<file path="src/design/fpsup_pkg.sv">
// Purpose: Shared constants and types for the fan PWM supervisor.
// Assumes: A single 10 MHz system clock; PWM timing is derived from it.
// Notes:   Timing figures are kept in their own units and converted here.
package fpsup_pkg;

    // System clock rate
    localparam int unsigned CLK_HZ          = 10_000_000;
    // Nominal PWM ramp frequency
    localparam int unsigned PWM_HZ          = 30;
    // Demand and floor level width
    localparam int unsigned LVL_W           = 8;
    // Ramp steps in one PWM cycle
    localparam int unsigned RAMP_STEPS      = 1 << LVL_W;
    // Clocks per ramp step, rounded down so the cycle is never long
    localparam int unsigned STEP_CYC_DEF    = CLK_HZ / (PWM_HZ * RAMP_STEPS);

    // Start-up period in PWM cycles
    localparam int unsigned STARTUP_CYCLES  = 32;
    // Missing-pulse window in PWM cycles
    localparam int unsigned MISS_CYCLES     = 32;
    // Diagnostic period in PWM cycles
    localparam int unsigned DIAG_CYCLES     = 3;
    // Phase counter width, holds up to 31
    localparam int unsigned PH_W            = 5;
    localparam logic [PH_W-1:0] STARTUP_LAST = PH_W'(STARTUP_CYCLES - 1);
    localparam logic [PH_W-1:0] MISS_LAST    = PH_W'(MISS_CYCLES - 1);
    localparam logic [PH_W-1:0] DIAG_LAST    = PH_W'(DIAG_CYCLES - 1);
    localparam logic [PH_W-1:0] PH_ZERO      = 5'h00;

    // Blanking window after the drive switches on, in nanoseconds
    localparam int unsigned BLANK_TIME_NS   = 50_000;
    // Blank count, rounded up, at least one cycle
    localparam int unsigned BLANK_CYC_DEF   =
        (BLANK_TIME_NS * (CLK_HZ / 1_000_000) + 999) / 1000;

    // Full-scale level means full drive
    localparam logic [LVL_W-1:0] LVL_FULL   = 8'hff;
    localparam logic [LVL_W-1:0] LVL_ZERO   = 8'h00;

    // Sequencer states
    typedef enum logic [2:0] {
        FPS_SHUT,
        FPS_START1,
        FPS_START2,
        FPS_NORMAL,
        FPS_DIAG,
        FPS_RETRY,
        FPS_FAULT
    } fpsup_state_e;

endpackage

</file>
<file path="src/design/fpsup_top.sv">
// Purpose: Start-up, shutdown, missing-pulse and fault sequencer of a PWM fan driver.
// Assumes: Comparator levels arrive as digital levels with hysteresis applied;
//          inputs other than the synchronous reset are asynchronous and pass two flip-flops first.
// Notes:   Phase and missing-pulse timers count PWM cycle boundaries made by the internal ramp; blanking counts clocks.
`timescale 1ns/1ps
module fpsup_top #(
    parameter int unsigned STEP_CYC  = fpsup_pkg::STEP_CYC_DEF,  // Clocks per ramp step
    parameter int unsigned BLANK_CYC = fpsup_pkg::BLANK_CYC_DEF  // Blank window in clocks
) (
    input  wire logic                       MCLK_IN,          // System clock
    input  wire logic                       RESET_IN,         // Sync reset, high
    input  wire logic                       SHDN_REQ_IN,      // Floor below off_threshold
    input  wire logic                       WAKE_IN,          // Floor above wake_threshold
    input  wire logic                       OVERHEAT_IN,      // Demand above overheat_threshold
    input  wire logic                       SENSE_IN,         // Commutation pulse train
    input  wire logic [fpsup_pkg::LVL_W-1:0] TEMP_DEMAND_IN,  // temp_demand_level
    input  wire logic [fpsup_pkg::LVL_W-1:0] FLOOR_LEVEL_IN,  // floor_level
    output logic                            FAN_DRIVE_OUT,    // fan_drive switch
    output logic                            ALARM_N_OUT,      // Alarm pin data, always low
    output logic                            ALARM_OE_N_OUT    // Alarm pull-down, low = active
);
    import fpsup_pkg::*;

    // Counter widths follow the parameters
    localparam int unsigned STEP_W  = (STEP_CYC > 1) ? $clog2(STEP_CYC) : 1;
    localparam int unsigned BLANK_W = $clog2(BLANK_CYC + 1);
    localparam logic [STEP_W-1:0]  STEP_LAST  = STEP_W'(STEP_CYC - 1);
    localparam logic [STEP_W-1:0]  STEP_ZERO  = '0;
    localparam logic [BLANK_W-1:0] BLANK_LOAD = BLANK_W'(BLANK_CYC);
    localparam logic [BLANK_W-1:0] BLANK_ZERO = '0;

    // All state of the block in one record
    typedef struct packed {
        fpsup_state_e        st;          // Sequencer state
        logic [1:0]          shdn_sync;   // Shutdown request synchroniser
        logic [1:0]          wake_sync;   // Release synchroniser
        logic [1:0]          ovh_sync;    // Overheat synchroniser
        logic [2:0]          sense_sync;  // Sense sync plus edge history
        logic [LVL_W-1:0]    dem_s1;      // Demand word, first stage
        logic [LVL_W-1:0]    dem_s2;      // Demand word, second stage
        logic [LVL_W-1:0]    flr_s1;      // Floor word, first stage
        logic [LVL_W-1:0]    flr_s2;      // Floor word, second stage
        logic [LVL_W-1:0]    dem_s3;      // Demand word, agreement stage
        logic [LVL_W-1:0]    flr_s3;      // Floor word, agreement stage
        logic [LVL_W-1:0]    dem_q;       // Demand word, settled copy
        logic [LVL_W-1:0]    flr_q;       // Floor word, settled copy
        logic [STEP_W-1:0]   step;        // Clocks within a ramp step
        logic [LVL_W-1:0]    ramp;        // Ramp position within PWM cycle
        logic [PH_W-1:0]     phase;       // Cycles in start-up or diagnostic
        logic [PH_W-1:0]     miss;        // Pulse-free cycles in normal loop
        logic [BLANK_W-1:0]  blank;       // Blanking countdown
        logic                drive;       // Registered fan switch
        logic                alarm_oe_n;  // Registered alarm enable, low = pulled
    } fpsup_state_s;

    localparam fpsup_state_s RESET_STATE = '{
        st:         FPS_SHUT,
        shdn_sync:  2'h0,
        wake_sync:  2'h0,
        ovh_sync:   2'h0,
        sense_sync: 3'h0,
        dem_s1:     LVL_ZERO,
        dem_s2:     LVL_ZERO,
        flr_s1:     LVL_ZERO,
        flr_s2:     LVL_ZERO,
        dem_s3:     LVL_ZERO,
        flr_s3:     LVL_ZERO,
        dem_q:      LVL_ZERO,
        flr_q:      LVL_ZERO,
        step:       STEP_ZERO,
        ramp:       LVL_ZERO,
        phase:      PH_ZERO,
        miss:       PH_ZERO,
        blank:      BLANK_ZERO,
        drive:      1'b0,
        alarm_oe_n: 1'b1
    };

    fpsup_state_s s;          // Current state
    fpsup_state_s n;          // Next state
    logic         cycle_end;  // Last clock of a PWM cycle
    logic         pulse_ok;   // Unblanked commutation pulse
    logic         shdn;       // Synchronised shutdown request
    logic         duty_on;    // PWM compare result
    logic         drive_d;    // Next fan switch value
    logic         alarm_d;    // Next alarm activity

    // Larger of two levels
    function automatic logic [LVL_W-1:0] fpsup_max(input logic [LVL_W-1:0] a,
                                                   input logic [LVL_W-1:0] b);
        fpsup_max = (a > b) ? a : b;
    endfunction

    // Next-state logic
    always_comb begin
        n = s;
        // Synchronisers: the first stage feeds only the second
        n.shdn_sync  = {s.shdn_sync[0], SHDN_REQ_IN};
        n.wake_sync  = {s.wake_sync[0], WAKE_IN};
        n.ovh_sync   = {s.ovh_sync[0], OVERHEAT_IN};
        n.sense_sync = {s.sense_sync[1:0], SENSE_IN};
        // Level words: two stages, then taken only when two samples agree,
        // so a word caught in mid-change never reaches the compare
        n.dem_s1     = TEMP_DEMAND_IN;
        n.dem_s2     = s.dem_s1;
        n.dem_s3     = s.dem_s2;
        n.flr_s1     = FLOOR_LEVEL_IN;
        n.flr_s2     = s.flr_s1;
        n.flr_s3     = s.flr_s2;
        if (s.dem_s2 == s.dem_s3) begin
            n.dem_q = s.dem_s2;
        end
        if (s.flr_s2 == s.flr_s3) begin
            n.flr_q = s.flr_s2;
        end

        shdn      = s.shdn_sync[1];
        cycle_end = (s.step == STEP_LAST) && (s.ramp == LVL_FULL);
        pulse_ok  = s.sense_sync[1] & ~s.sense_sync[2] & (s.blank == BLANK_ZERO);
        duty_on   = (s.ramp < fpsup_max(s.dem_q, s.flr_q)) ||
                    (fpsup_max(s.dem_q, s.flr_q) == LVL_FULL);

        if (s.step == STEP_LAST) begin
            n.step = STEP_ZERO;
            n.ramp = s.ramp + 1'b1;
        end else begin
            n.step = s.step + 1'b1;
        end

        // Sequencer
        unique case (s.st)
            FPS_SHUT: begin
                // Ramp held so the first start-up cycle is whole
                n.step = STEP_ZERO;
                n.ramp = LVL_ZERO;
                if (s.wake_sync[1] && !shdn) begin
                    n.st    = FPS_START1;
                    n.phase = PH_ZERO;
                end
            end
            FPS_START1, FPS_START2: begin
                if (pulse_ok) begin
                    n.st   = FPS_NORMAL;
                    n.miss = PH_ZERO;
                end else if (cycle_end) begin
                    n.phase = s.phase + 1'b1;
                    if (s.phase == STARTUP_LAST) begin
                        n.phase = PH_ZERO;
                        n.st    = (s.st == FPS_START1) ? FPS_START2 : FPS_FAULT;
                    end
                end
            end
            FPS_NORMAL: begin
                if (pulse_ok) begin
                    n.miss = PH_ZERO;
                end else if (cycle_end) begin
                    n.miss = s.miss + 1'b1;
                    if (s.miss == MISS_LAST) begin
                        n.miss  = PH_ZERO;
                        n.phase = PH_ZERO;
                        n.st    = FPS_DIAG;
                    end
                end
            end
            FPS_DIAG: begin
                if (pulse_ok) begin
                    n.st   = FPS_NORMAL;
                    n.miss = PH_ZERO;
                end else if (cycle_end) begin
                    n.phase = s.phase + 1'b1;
                    if (s.phase == DIAG_LAST) begin
                        n.phase = PH_ZERO;
                        n.st    = FPS_RETRY;
                    end
                end
            end
            FPS_RETRY: begin
                if (pulse_ok) begin
                    n.st   = FPS_NORMAL;
                    n.miss = PH_ZERO;
                end else if (cycle_end) begin
                    n.phase = s.phase + 1'b1;
                    if (s.phase == STARTUP_LAST) begin
                        n.phase = PH_ZERO;
                        n.st    = FPS_FAULT;
                    end
                end
            end
            FPS_FAULT: begin
                n.st = FPS_FAULT;
            end
            default: begin
                // Illegal code recovers through shutdown
                n.st = FPS_SHUT;
            end
        endcase

        // Fan switch per state
        unique case (s.st)
            FPS_START1, FPS_START2, FPS_DIAG, FPS_RETRY: drive_d = 1'b1;
            FPS_NORMAL: drive_d = duty_on;
            default:    drive_d = 1'b0;
        endcase
        // overheat alarm only in normal loop
        alarm_d = (s.st == FPS_FAULT) || ((s.st == FPS_NORMAL) && s.ovh_sync[1]);

        if (shdn) begin
            n.st    = FPS_SHUT;
            n.step  = STEP_ZERO;
            n.ramp  = LVL_ZERO;
            n.phase = PH_ZERO;
            n.miss  = PH_ZERO;
            drive_d = 1'b0;
            alarm_d = 1'b0;
        end

        n.drive      = drive_d;
        n.alarm_oe_n = ~alarm_d;
        // Blank restarts on each drive turn-on edge
        if (drive_d && !s.drive) begin
            n.blank = BLANK_LOAD;
        end else if (s.blank != BLANK_ZERO) begin
            n.blank = s.blank - 1'b1;
        end
    end

    // State register
    always_ff @(posedge MCLK_IN) begin
        if (RESET_IN) begin
            s <= RESET_STATE;
        end else begin
            s <= n;
        end
    end

    // Drive and alarm enable come straight from the record; alarm data is tied low
    assign FAN_DRIVE_OUT  = s.drive;
    assign ALARM_OE_N_OUT = s.alarm_oe_n;
    assign ALARM_N_OUT    = 1'b0;
endmodule // fpsup_top

</file>
<file path="config.mk">
export PLATFORM = sky130hd
export DESIGN_NAME = fpsup_top
export DESIGN_NICKNAME = d
export VERILOG_FILES = /design/src/design/fpsup_pkg.sv /design/src/design/fpsup_top.sv
export SDC_FILE = /design/constraint.sdc
export NUM_CORES = 1
export LEC_CHECK = 0
export ABC_AREA = 1
export BUFFER_PORTS_ARGS = -buffer_cell sky130_fd_sc_hd__buf_2
export CORE_MARGIN = 2
export CORE_UTILIZATION = 30
export CTS_CLUSTER_DIAMETER = 120
export DETAILED_ROUTE_END_ITERATION = 6
export SLEW_MARGIN = 10
export SYNTH_ARGS = -nofsm -noshare
export SYNTH_HDL_FRONTEND = slang
export SYNTH_SLANG_ARGS = --single-unit
</file>
<file path="constraint.sdc">
create_clock -name MCLK_IN -period 3.45 [get_ports MCLK_IN]
set_input_delay 0.5175 -clock MCLK_IN [delete_from_list [all_inputs] [get_ports MCLK_IN]]
set_output_delay 0.5175 -clock MCLK_IN [all_outputs]
set_load 0.02 [all_outputs]
</file>
---- Word-level counts from Yosys, hierarchy flattened ----
Index checks and enable logic that the tools add are counted.
storage, ports and cells
  memories kept ........................... 0
  bits of input ports ..................... 22
  output and inout bits ................... 3
  bits in registers ....................... 116
  memory bits (read-only) ................. 0
  bits in latches ......................... 0
  logic and storage cells ................. 121
  RAM bits ................................ 0
operators by class
  muxes and demuxes ....................... 35
  add/subtract/negate cells ............... 5
  reduce and logical (&&, ||, !) cells .... 24
  multipliers ............................. 0
  equality and inequality tests ........... 30
  divide/modulo/power cells ............... 0
  bitwise logic cells ..................... 4
  shift operators ......................... 0
  magnitude comparators ................... 2
operator list
  kind                                                                number
  5-bit 2-to-1 mux                                                    10
  3-bit 2-to-1 mux                                                    14
  3-bit != test, second input constant                                7
  10-bit 2-to-1 mux                                                   2
  5-bit case mux with 4 select lines                                  1
  9-bit 2-to-1 mux                                                    2
  3-bit case mux with 6 select lines                                  1
  8-bit == test                                                       2
  8-bit == test, second input constant                                2
  2-bit != test, second input constant                                7
  11-bit by 1-bit adder with 11-bit output, second input constant     1
  11-bit == test, second input constant                               1
  5-bit by 1-bit adder with 5-bit output, second input constant       2
  5-bit == test, second input constant                                2
  5-bit case mux with 2 select lines                                  1
  10-bit AND reduction                                                1
  3-bit == test, second input constant                                3
  9-bit logical NOT                                                   1
  9-bit AND reduction                                                 1
  9-bit nonzero test                                                  1
  9-bit by 1-bit subtractor with 9-bit output, second input constant  1
  8-bit by 1-bit adder with 8-bit output, second input constant       1
  8-bit greater-than comparator                                       1
  8-bit less-than comparator                                          1
  other kinds (19)                                                    34

---- Longest topological paths before layout ----
Gate-level depths: netlist (run 1).
  depth in word-level cells ............... 8
  gate-level depth with buffers ........... 25
  gate-level depth less buffers ........... 24

---- Worst setup path after synthesis (run 1) ----
No wires, ideal clock.
  path type ............................... register to register
  from .................................... register s[45] in the netlist's numbering
  to ...................................... register s[3] in the netlist's numbering
  path buffers ............................ 1
  arrival time ............................ 2.387 ns
  required time ........................... 3.333 ns
  clock period less this slack ............ 2.505 ns
  library setup time ...................... 0.117 ns
  setup slack ............................. 0.945 ns
  cell stages (with the launch flop) ...... 21
  cell sequence ........................... dfxtp_1 > inv_1 > ha_1 > a21oi_1 > nor2_1 > nor2_1 > nand2_1 > nand2_2 > buf_6 > nand2_1 > o21ai_1 > inv_1 > ha_1 > a21oi_1 > nor2_1 > a211oi_1 > nand2_1 > nand2_2 > nand3_4 > nand2_2 > nor2_1
on the way
  longest elaborated chain between the ends .. 8
  elaborated cells on any way between the ends .. 9
  those cells by class .................... order compare (2); eq/ne (1); mux (3); reduce/logical (3)
ends and longest elaborated chain
  item                                                         line                                RTL
  start: declaration                                           fpsup_top.sv:79                     fpsup_state_s s;
  start signal: assignment                                     fpsup_top.sv:232                    s <= n;
  8-bit greater-than comparator                                fpsup_top.sv:91                     fpsup_max = (a > b) ? a : b;
  8-bit 2-to-1 mux *                                           fpsup_top.sv:91
  8-bit less-than comparator or 8-bit == test (tied branches)  fpsup_top.sv:120, fpsup_top.sv:121
  1-bit logical OR *                                           fpsup_top.sv:120                    duty_on = (s.ramp < fpsup_max(s.dem_q, s.flr_q)) ||
  1-bit case mux with 2 select lines *                         fpsup_top.sv:199                    unique case (s.st)
  1-bit 2-to-1 mux *                                           fpsup_top.sv:207                    if (shdn) begin
  1-bit logical AND *                                          fpsup_top.sv:220                    if (drive_d && !s.drive) begin
  2-bit OR reduction (no line) *                               --
Every way passes the cells marked *; elsewhere a longest branch is shown, timed or not.
A chain may end at the register's enable or synchronous reset.

---- Worst setup path in the final report (run 1) ----
  from .................................... register s[47] in the netlist's numbering
  to ...................................... register s[5] in the netlist's numbering
Same word-level chain as after synthesis.

==> impl_metrics.ini, run 1 <==
[outcome]
outcome = finished, final reports clean

[worst_hold_path]
hold_class = primary input to flop
hp-start = FLOOR_LEVEL_IN[3]

[floorplan]
dieArea_sq_um = 18300
initial_utilization_pct = 30.9
dieHeight_um = 135
core-area_sq_um = 16700
num_rows = 47
ios = 25
die_x_um = 135

[pwr]
vdd_drop_max_v = 0.000475
p_total_mw = 4.44
power.leakage_nw = 2.73
powerDensity_nw_per_um2 = 718

[timing]
fin_worst_skew_ns = 0.00887
drv_slew = 0
setup_viol = 0
fin_tns_setup_ns = 0
fin_crit_sh_pct = 82.2
timing.fmax_mhz = 353
hold_viol_final = 0
tightest_slew_ns = 0.671
period_needed_ns = 2.84
rsz0062_at_grt = no
slew_headroom_pct = 55.3
whs_ns = 0.302

[drt]
drcViolationCount = 0
via_count = 3819
drt-total-wl_um = 8650
wl_per_cell_um = 9.37
drtIter0Drc = 147
routed_via_density = 4.14
ant_nets = 0
drt_first_pass_iters = 4

[final_layout]
layout-drive-gt1-share_pct = 15.1
final_common_cell = inv_1
nNetsFinal = 736
fin_area_sq_um = 6190
area_growth_pct = 19.8
n_antenna_cell = 0
layout_common_cells = 128 x inv_1, 116 x dfxtp_1, 111 x nor2_1, 66 x nand2_1, 34 x a21oi_1
utilization_pct = 37.1

[global_route]
grt_antenna_before_repair = 0
grt_use_total_pct = 10.5
grt_pass1_vias = 3615
globalRouteOverflowTotal = 0
grt_max_degree = 66
grt_pass1_wl_um = 15500

[cts]
cts.sinks = 116
clkTransAtPathRegs_ns = 0.06
cts_resized = 0
cts_tree = done
htree_num_levels = 4
cts_setup_buffers = 0
numCtsBuffers = 17
clock_path_buffers = 2
clk_latency_ns = 0.41
cts_hold_buf = 0
cts_root_buffer = clkbuf_16

[critical_path]
critPathRequiredTime_ns = 3.76
crit_slowest_cell = dfxtp_1
critical_path.cell_chain = inv_1, ha_1, nand2_1, nor2_1, nand2_1, nand2_1, nand2_2, o21ai_0, inv_1, ha_1, nand2_1, nor2_1, a211oi_1, nand2_1, nand2_2, nand3_4, nand2_2, nor2_1
cp_max_fo = 15
cpPeakStageDelay_ns = 0.33
crit_family = simple AND/OR/NAND/NOR gates
worstSetupPathType = flop to flop
r2r-start = s[47]
cp_common_cell = nand2_1
critPathLaunch = s[47]
crit_buf_inv = 2
crit_arrival_ns = 3.14
startpoint_type = flop
endpoint_kind = flop

[yosys]
synth_area_per_cell_sq_um = 7.83
netlist.area_leader.share_pct = 44.9
ys_warn_count = 0
synth.cell_area_sq_um = 5170
ys_seq_area_share_pct = 44.9
syn-num-nets = 706
synth_area_leaders = dfxtp_1 45%, inv_1 9.3%, nor2_1 8.1%
yosys.cell_types.count = 44
yosys.area.top_type = dfxtp_1
synth_cells = 660
synth-seq-cells = 116

[placement]
port_buffers = 23
place_hpwl_um = 6070
place_congestion = 0.833
placed_cell_area_sq_um = 5510

[flow_run]
maxCapViolCount = 0
layout make-up:
class                      count  area [sq um]
clock inverter                14           246
timing repair buffer          24           123
multi-input combinational    397          2280
fill                        1746         10500
inverter                     134           503
sequential                   116          2320
tap                          220           275
clock buffer                  18           439
report_power, final:
part | leakage (nW) | switching, mW | internal (mW)
Clock | 0.336 | 0.646 | 1.38
Combinational | 1.45 | 0.557 | 0.325
Sequential | 0.950 | 0.0755 | 1.46
Total | 2.73 | 1.28 | 3.17
synthesized netlist by cell type (all sizes together):
cell     instances
a21oi           42
nand2           73
nor3b            9
conb             1
inv            134
a2111oi          1
clkbuf          10
o22ai            1
dfxtp          116
o311ai           1
nand3b           2
o21a             2
nor4             3
ha              24
o21ai           46
xnor2            1
or2              8
a31oi            1
nor2           116
nand4            7
nand3           21
a21o             1
a211oi           2
nor3            14
buf              3
o21bai           1
xor2            20
registers in the layout, summed over array words and instances, names as in the netlist:
signal / cells
s: 77
n: 37
ALARM_OE_N_OUT: 1
FAN_DRIVE_OUT: 1
cell families (layout without fill, tap and decap cells):
group | after synthesis | after routing | share of synthesized area (%)
DFF | 116 | 116 | 44.9
AOI/OAI and AO/OA | 98 | 98 | 11.1
adders and majority gates | 24 | 24 | 5.81
xor gates and xnor gates | 21 | 21 | 3.56
buffers and inverters | 147 | 190 | 10.9
other | 1 | 1 | 0.0726
and+or+nand+nor | 253 | 253 | 23.7
routing by layer:
layer	GRT usage (%)	part of all wire [%]
met1	12.8	50
met2	17.1	45
met3	3.14	2.8
met5	0	0
met4	5.03	2.1
worst min-delay path, delay by kind of cell:
kind                   cells  cell delay, ns
AND/OR/NAND/NOR            1            0.06
buffers and inverters      2            0.10
path summary, 6_finish.rpt:
kind | depth (start not counted) | slack [ns] | to
min reg2reg | 2 | 0.40 | n[58]
min | 3 | 0.30 | n[75]
max reg2reg | 18 | 0.61 | s[5]
max | 18 | 0.61 | s[5]
through the flow:
stage	setup WS [ns]	std cells
floorplan	0.945	660
global placement	0.748	891
detailed placement	0.660	891
CTS	0.634	923
global route	0.338	923
finish	0.614	923
Note: power is estimated with default switching activity, not from simulation.
==> run 2, diff against run 1 <==
==> constraint.sdc (replaced) <==
create_clock -name MCLK_IN -period 2.8 [get_ports MCLK_IN]
set_input_delay 0.42 -clock MCLK_IN [delete_from_list [all_inputs] [get_ports MCLK_IN]]
set_output_delay 0.42 -clock MCLK_IN [all_outputs]
set_load 0.02 [all_outputs]
==> impl_metrics.ini, run 2 (synthesis results as in run 1) <==
[floorplan]
ios = 25
die_x_um = 135
num_rows = 47
core-area_sq_um = 16700
dieArea_sq_um = 18300
initial_utilization_pct = 30.9
dieHeight_um = 135

[cts]
cts_tree = done
clkTransAtPathRegs_ns = 0.05
cts.sinks = 116
clock_path_buffers = 2
cts_hold_buf = 0
cts_root_buffer = clkbuf_16
numCtsBuffers = 17
clk_latency_ns = 0.41
htree_num_levels = 4

[critical_path]
critical_path.cell_chain = inv_2, ha_4, nand2_2, nor2_2, nand4_1, nand2_4, nand2_2, o21ai_2, inv_2, ha_4, a21oi_2, nor2_1, a211oi_1, nand2_1, nand2_2, nand3_4, nand2_4, nor2_1
crit_slowest_cell = dfxtp_2
endpoint_kind = flop
critPathRequiredTime_ns = 3.10
startpoint_type = flop
cpPeakStageDelay_ns = 0.35
crit_family = simple AND/OR/NAND/NOR gates
cp_max_fo = 7
cp_common_cell = nand2_2
critPathLaunch = s[45]
worstSetupPathType = flop to flop
crit_buf_inv = 2
r2r-start = s[45]
crit_arrival_ns = 2.97

[pwr]
power.leakage_nw = 2.74
powerDensity_nw_per_um2 = 845
vdd_drop_max_v = 0.000639
seq_power_share_pct = 35.6
p_sw_share_pct = 29.5
switchingPower_mw = 1.57
internal-power_mw = 3.76
p_total_mw = 5.33
clkPwrFrac_pct = 41.4
power_frac_comb_pct = 23.0

[timing]
fin_worst_skew_ns = 0.00695
slew_headroom_pct = 55.7
period_needed_ns = 2.67
drv_slew = 0
timing.fmax_mhz = 374
rsz0062_at_grt = yes
hold_viol_final = 0
fin_crit_sh_pct = 95.5
setup_viol = 0
fin_tns_setup_ns = 0
tightest_slew_ns = 0.664
whs_ns = 0.205

[worst_hold_path]
hold_class = primary input to flop
hp-start = TEMP_DEMAND_IN[3]

[drt]
drtIter0Drc = 170
via_count = 3877
drt_first_pass_iters = 4
drt-total-wl_um = 8850
drcViolationCount = 0
routed_via_density = 4.18
ant_nets = 0
wl_per_cell_um = 9.54

[final_layout]
final_common_cell = inv_1
n_antenna_cell = 0
layout-drive-gt1-share_pct = 19.8
area_growth_pct = 22.0
layout_common_cells = 123 x inv_1, 112 x dfxtp_1, 109 x nor2_1, 60 x nand2_1, 33 x a21oi_1
largest_register_ffs = 77
nNetsFinal = 741
stdcell_count = 927
regMostFlops = s

[global_route]
grt_max_degree = 66
grt_antenna_before_repair = 0
grt_use_total_pct = 10.6
globalRouteOverflowTotal = 0
grt_pass1_wl_um = 15500
grt_pass1_vias = 3592

[flow_run]
maxCapViolCount = 0

[placement]
port_buffers = 23
place_hpwl_um = 6070
placed_cells = 892
place_congestion = 0.814

[outcome]
outcome = finished, final reports clean
-- run 2: cell types whose count changed in the layout (fill, tap and decap cells not counted), sizes merged --
cell	before	now
buf	24	28
clkbuf	18	23
nand2	73	74
bufinv	6	3
inv	138	134
clkinv	4	3
clkinvlp	0	2
-- run 2: per-layer routing --
| metal | track usage (%) | part of all wire [%] |
|---|---|---|
| met1 | 12.5 | 50 |
| met2 | 17.2 | 45 |
| met3 | 3.93 | 3.4 |
| met4 | 4.92 | 1.7 |
| met5 | 0 | 0 |
-- run 2: path summary, 6_finish.rpt --
kind / slack, ns / depth (start not counted) / endpoint
hold / removal: 0.21 / 3 / n[91]
setup / recovery: 0.13 / 18 / s[3]
setup reg to reg: 0.13 / 18 / s[3]
hold reg to reg: 0.40 / 2 / n[70]
-- run 2: what timing repair did --
item | CTS | global route
resized for setup | 0 | 38
endpoints found under the hold margin | 0 | 0
setup endpoints to repair | 0 | 10
buffers inserted | 0 | 3
-- run 2: tightest hold or removal path: cells and delay by family --
| family | cells | cell delay [ns] |
|---|---|---|
| buf+inv | 2 | 0.10 |
| simple gates | 1 | 0.06 |
-- run 2: layout make-up --
type | instances | area [sq um]
multi-input combinational | 398 | 2430
fill | 1751 | 10400
tap | 220 | 275
clock buffer | 23 | 488
clock inverter | 8 | 124
sequential | 116 | 2330
inverter | 134 | 503
timing repair buffer | 28 | 156
-- run 2: stage by stage --
step	instance area [sq um]	worst slack, ns	utilization, %
after floorplan	5170	0.295	-
after global placement	5510	0.0916	33.0
after detailed placement	5510	0.0454	33.0
after CTS	6130	0.0342	36.7
after global routing	6310	-0.0731	37.8
final	6310	0.126	37.8
-- run 2: power by group through the flow --
stage               registers (mW)  clock network, mW  logic (mW)
floorplan                     1.91                  0       0.909
global placement              1.92                  0        1.07
detailed placement            1.92                  0        1.09
CTS                           1.89               2.26        1.10
global route                  1.91               2.33        1.39
finish                        1.90               2.21        1.22
==> run 3, diff against run 2 <==
--- a/config.mk
+++ b/config.mk
@@ -11,6 +11,9 @@
 export CORE_UTILIZATION = 30
 export CTS_CLUSTER_DIAMETER = 120
 export DETAILED_ROUTE_END_ITERATION = 6
+export RECOVER_POWER = 25
+export SETUP_SLACK_MARGIN = 0.4
+export SKIP_CTS_REPAIR_TIMING = 1
 export SLEW_MARGIN = 10
 export SYNTH_ARGS = -nofsm -noshare
 export SYNTH_HDL_FRONTEND = slang
==> impl_metrics.ini, run 3 (synthesis results as in run 1) <==
[final_layout]
regMostFlops = s
nFillCells = 1726
final_common_cell = inv_1
largest_register_ffs = 77
layout_common_cells = 116 x inv_1, 108 x dfxtp_1, 108 x nor2_1, 58 x nand2_1, 33 x a21oi_1
n_antenna_cell = 0
area_growth_pct = 25.1
nNetsFinal = 742
layout-drive-gt1-share_pct = 22.6

[critical_path]
startpoint_type = flop
critPathRequiredTime_ns = 3.10
cp_max_fo = 7
critical_path.cell_chain = inv_2, ha_4, nand2_2, inv_2, nand2_2, nand2_2, nand2_2, nand2_2, nand2_4, buf_12, o21ai_4, inv_2, ha_4, a21oi_2, nor2_2, a211oi_2, nand2_1, nand2_2, nand3_4, nand2_4, nor2_1
cp_common_cell = nand2_2
endpoint_kind = flop
worstSetupPathType = flop to flop
crit_arrival_ns = 2.89
crit_slowest_cell = dfxtp_2
cpPeakStageDelay_ns = 0.33

[timing]
fin_tns_setup_ns = 0
rsz0062_at_grt = yes
slew_headroom_pct = 14.0
whs_ns = 0.206
tightest_slew_ns = 1.29
hold_viol_final = 0
fin_crit_sh_pct = 92.6
fin_worst_skew_ns = 0.00692
period_needed_ns = 2.59
timing.fmax_mhz = 386
setup_viol = 0
drv_slew = 0

[pwr]
internal-power_mw = 3.94
powerDensity_nw_per_um2 = 861
p_total_mw = 5.57
seq_power_share_pct = 34.1
power_frac_comb_pct = 24.3
power.leakage_nw = 2.77
clkPwrFrac_pct = 41.5
switchingPower_mw = 1.63
p_sw_share_pct = 29.3
vdd_drop_max_v = 0.000535

[floorplan]
die_x_um = 135
initial_utilization_pct = 30.9
ios = 25
dieArea_sq_um = 18300
core-area_sq_um = 16700
dieHeight_um = 135
num_rows = 47

[global_route]
grt_antenna_before_repair = 0
grt_max_degree = 66
grt_use_total_pct = 10.9
grt_pass1_vias = 3581
globalRouteOverflowTotal = 0
grt_pass1_wl_um = 15800

[outcome]
outcome = finished, final reports clean

[drt]
drt-total-wl_um = 9130
drtIter0Drc = 138
drt_first_pass_iters = 4
routed_via_density = 4.23
via_count = 3932
ant_nets = 0
drcViolationCount = 0
wl_per_cell_um = 9.83

[cts]
clk_latency_ns = 0.41
cts_tree = done
cts.sinks = 116
clock_path_buffers = 2
clkTransAtPathRegs_ns = 0.05
htree_num_levels = 4
cts_root_buffer = clkbuf_16
numCtsBuffers = 17

[placement]
place_hpwl_um = 6210
place_congestion = 0.778
port_buffers = 23

[worst_hold_path]
hold_class = primary input to flop

[flow_run]
maxCapViolCount = 0
[run 3: cell count changes in the layout (fill, tap and decap cells not counted), moves of 5 or more]
| cell | delta |
|---|---|
| ha_1 | -5 |
| inv_1 | -7 |
| inv_2 | +7 |
| ha_4 | +5 |
[run 3: critical path, delay by kind of cell (launching register included)]
kind,cells,cell delay (ns)
fa+ha+maj,2,0.47
compound gates,3,0.42
flops,1,0.33
simple gates,12,0.91
buf+inv,4,0.34
[run 3: layout make-up]
| cell class | instances | area [sq um] | share of cell area (%) |
|---|---|---|---|
| clock buffers | 24 | 492 | 7.60 |
| repair buffers | 30 | 193 | 2.98 |
| multi-input cells | 397 | 2530 | 39.1 |
| inverters | 134 | 503 | 7.78 |
| well taps | 220 | 275 | 4.26 |
| clock inverters | 8 | 146 | 2.26 |
| flip-flops and latches | 116 | 2330 | 36.1 |
[run 3: routing by layer]
metal / track usage [%] / part of all wire [%]
met5: 0 / 0
met4: 5.84 / 2.2
met3: 3.59 / 3.3
met2: 17.0 / 46
met1: 13.3 / 48
[run 3: final timing paths]
path,from,endpoint,slack [ns],cells after the start
setup / recovery,s[43],s[2],0.21,21
hold reg to reg,n[95],n[71],0.40,2
setup reg to reg,s[43],s[2],0.21,21
hold / removal,WAKE_IN,n[110],0.21,3
[run 3: per-stage QoR]
stage	utilization [%]	instance area (sq um)	setup slack, ns	std cells
4_1_cts	37.3	6230	0.0915	924
5_1_grt	38.7	6470	0.0107	929
3_5_place_dp	33.5	5590	0.105	892
6_report	38.7	6470	0.208	929
3_3_place_gp	33.5	5590	0.148	892
2_1_floorplan	-	5240	0.334	660
[run 3: power by group through the flow]
stage / registers (mW) / logic (mW) / clock network [mW]
finish: 1.90 / 1.36 / 2.31
global route: 1.92 / 1.53 / 2.46
CTS: 1.90 / 1.12 / 2.37
detailed placement: 1.93 / 1.11 / 0
global placement: 1.93 / 1.11 / 0
floorplan: 1.92 / 0.930 / 0
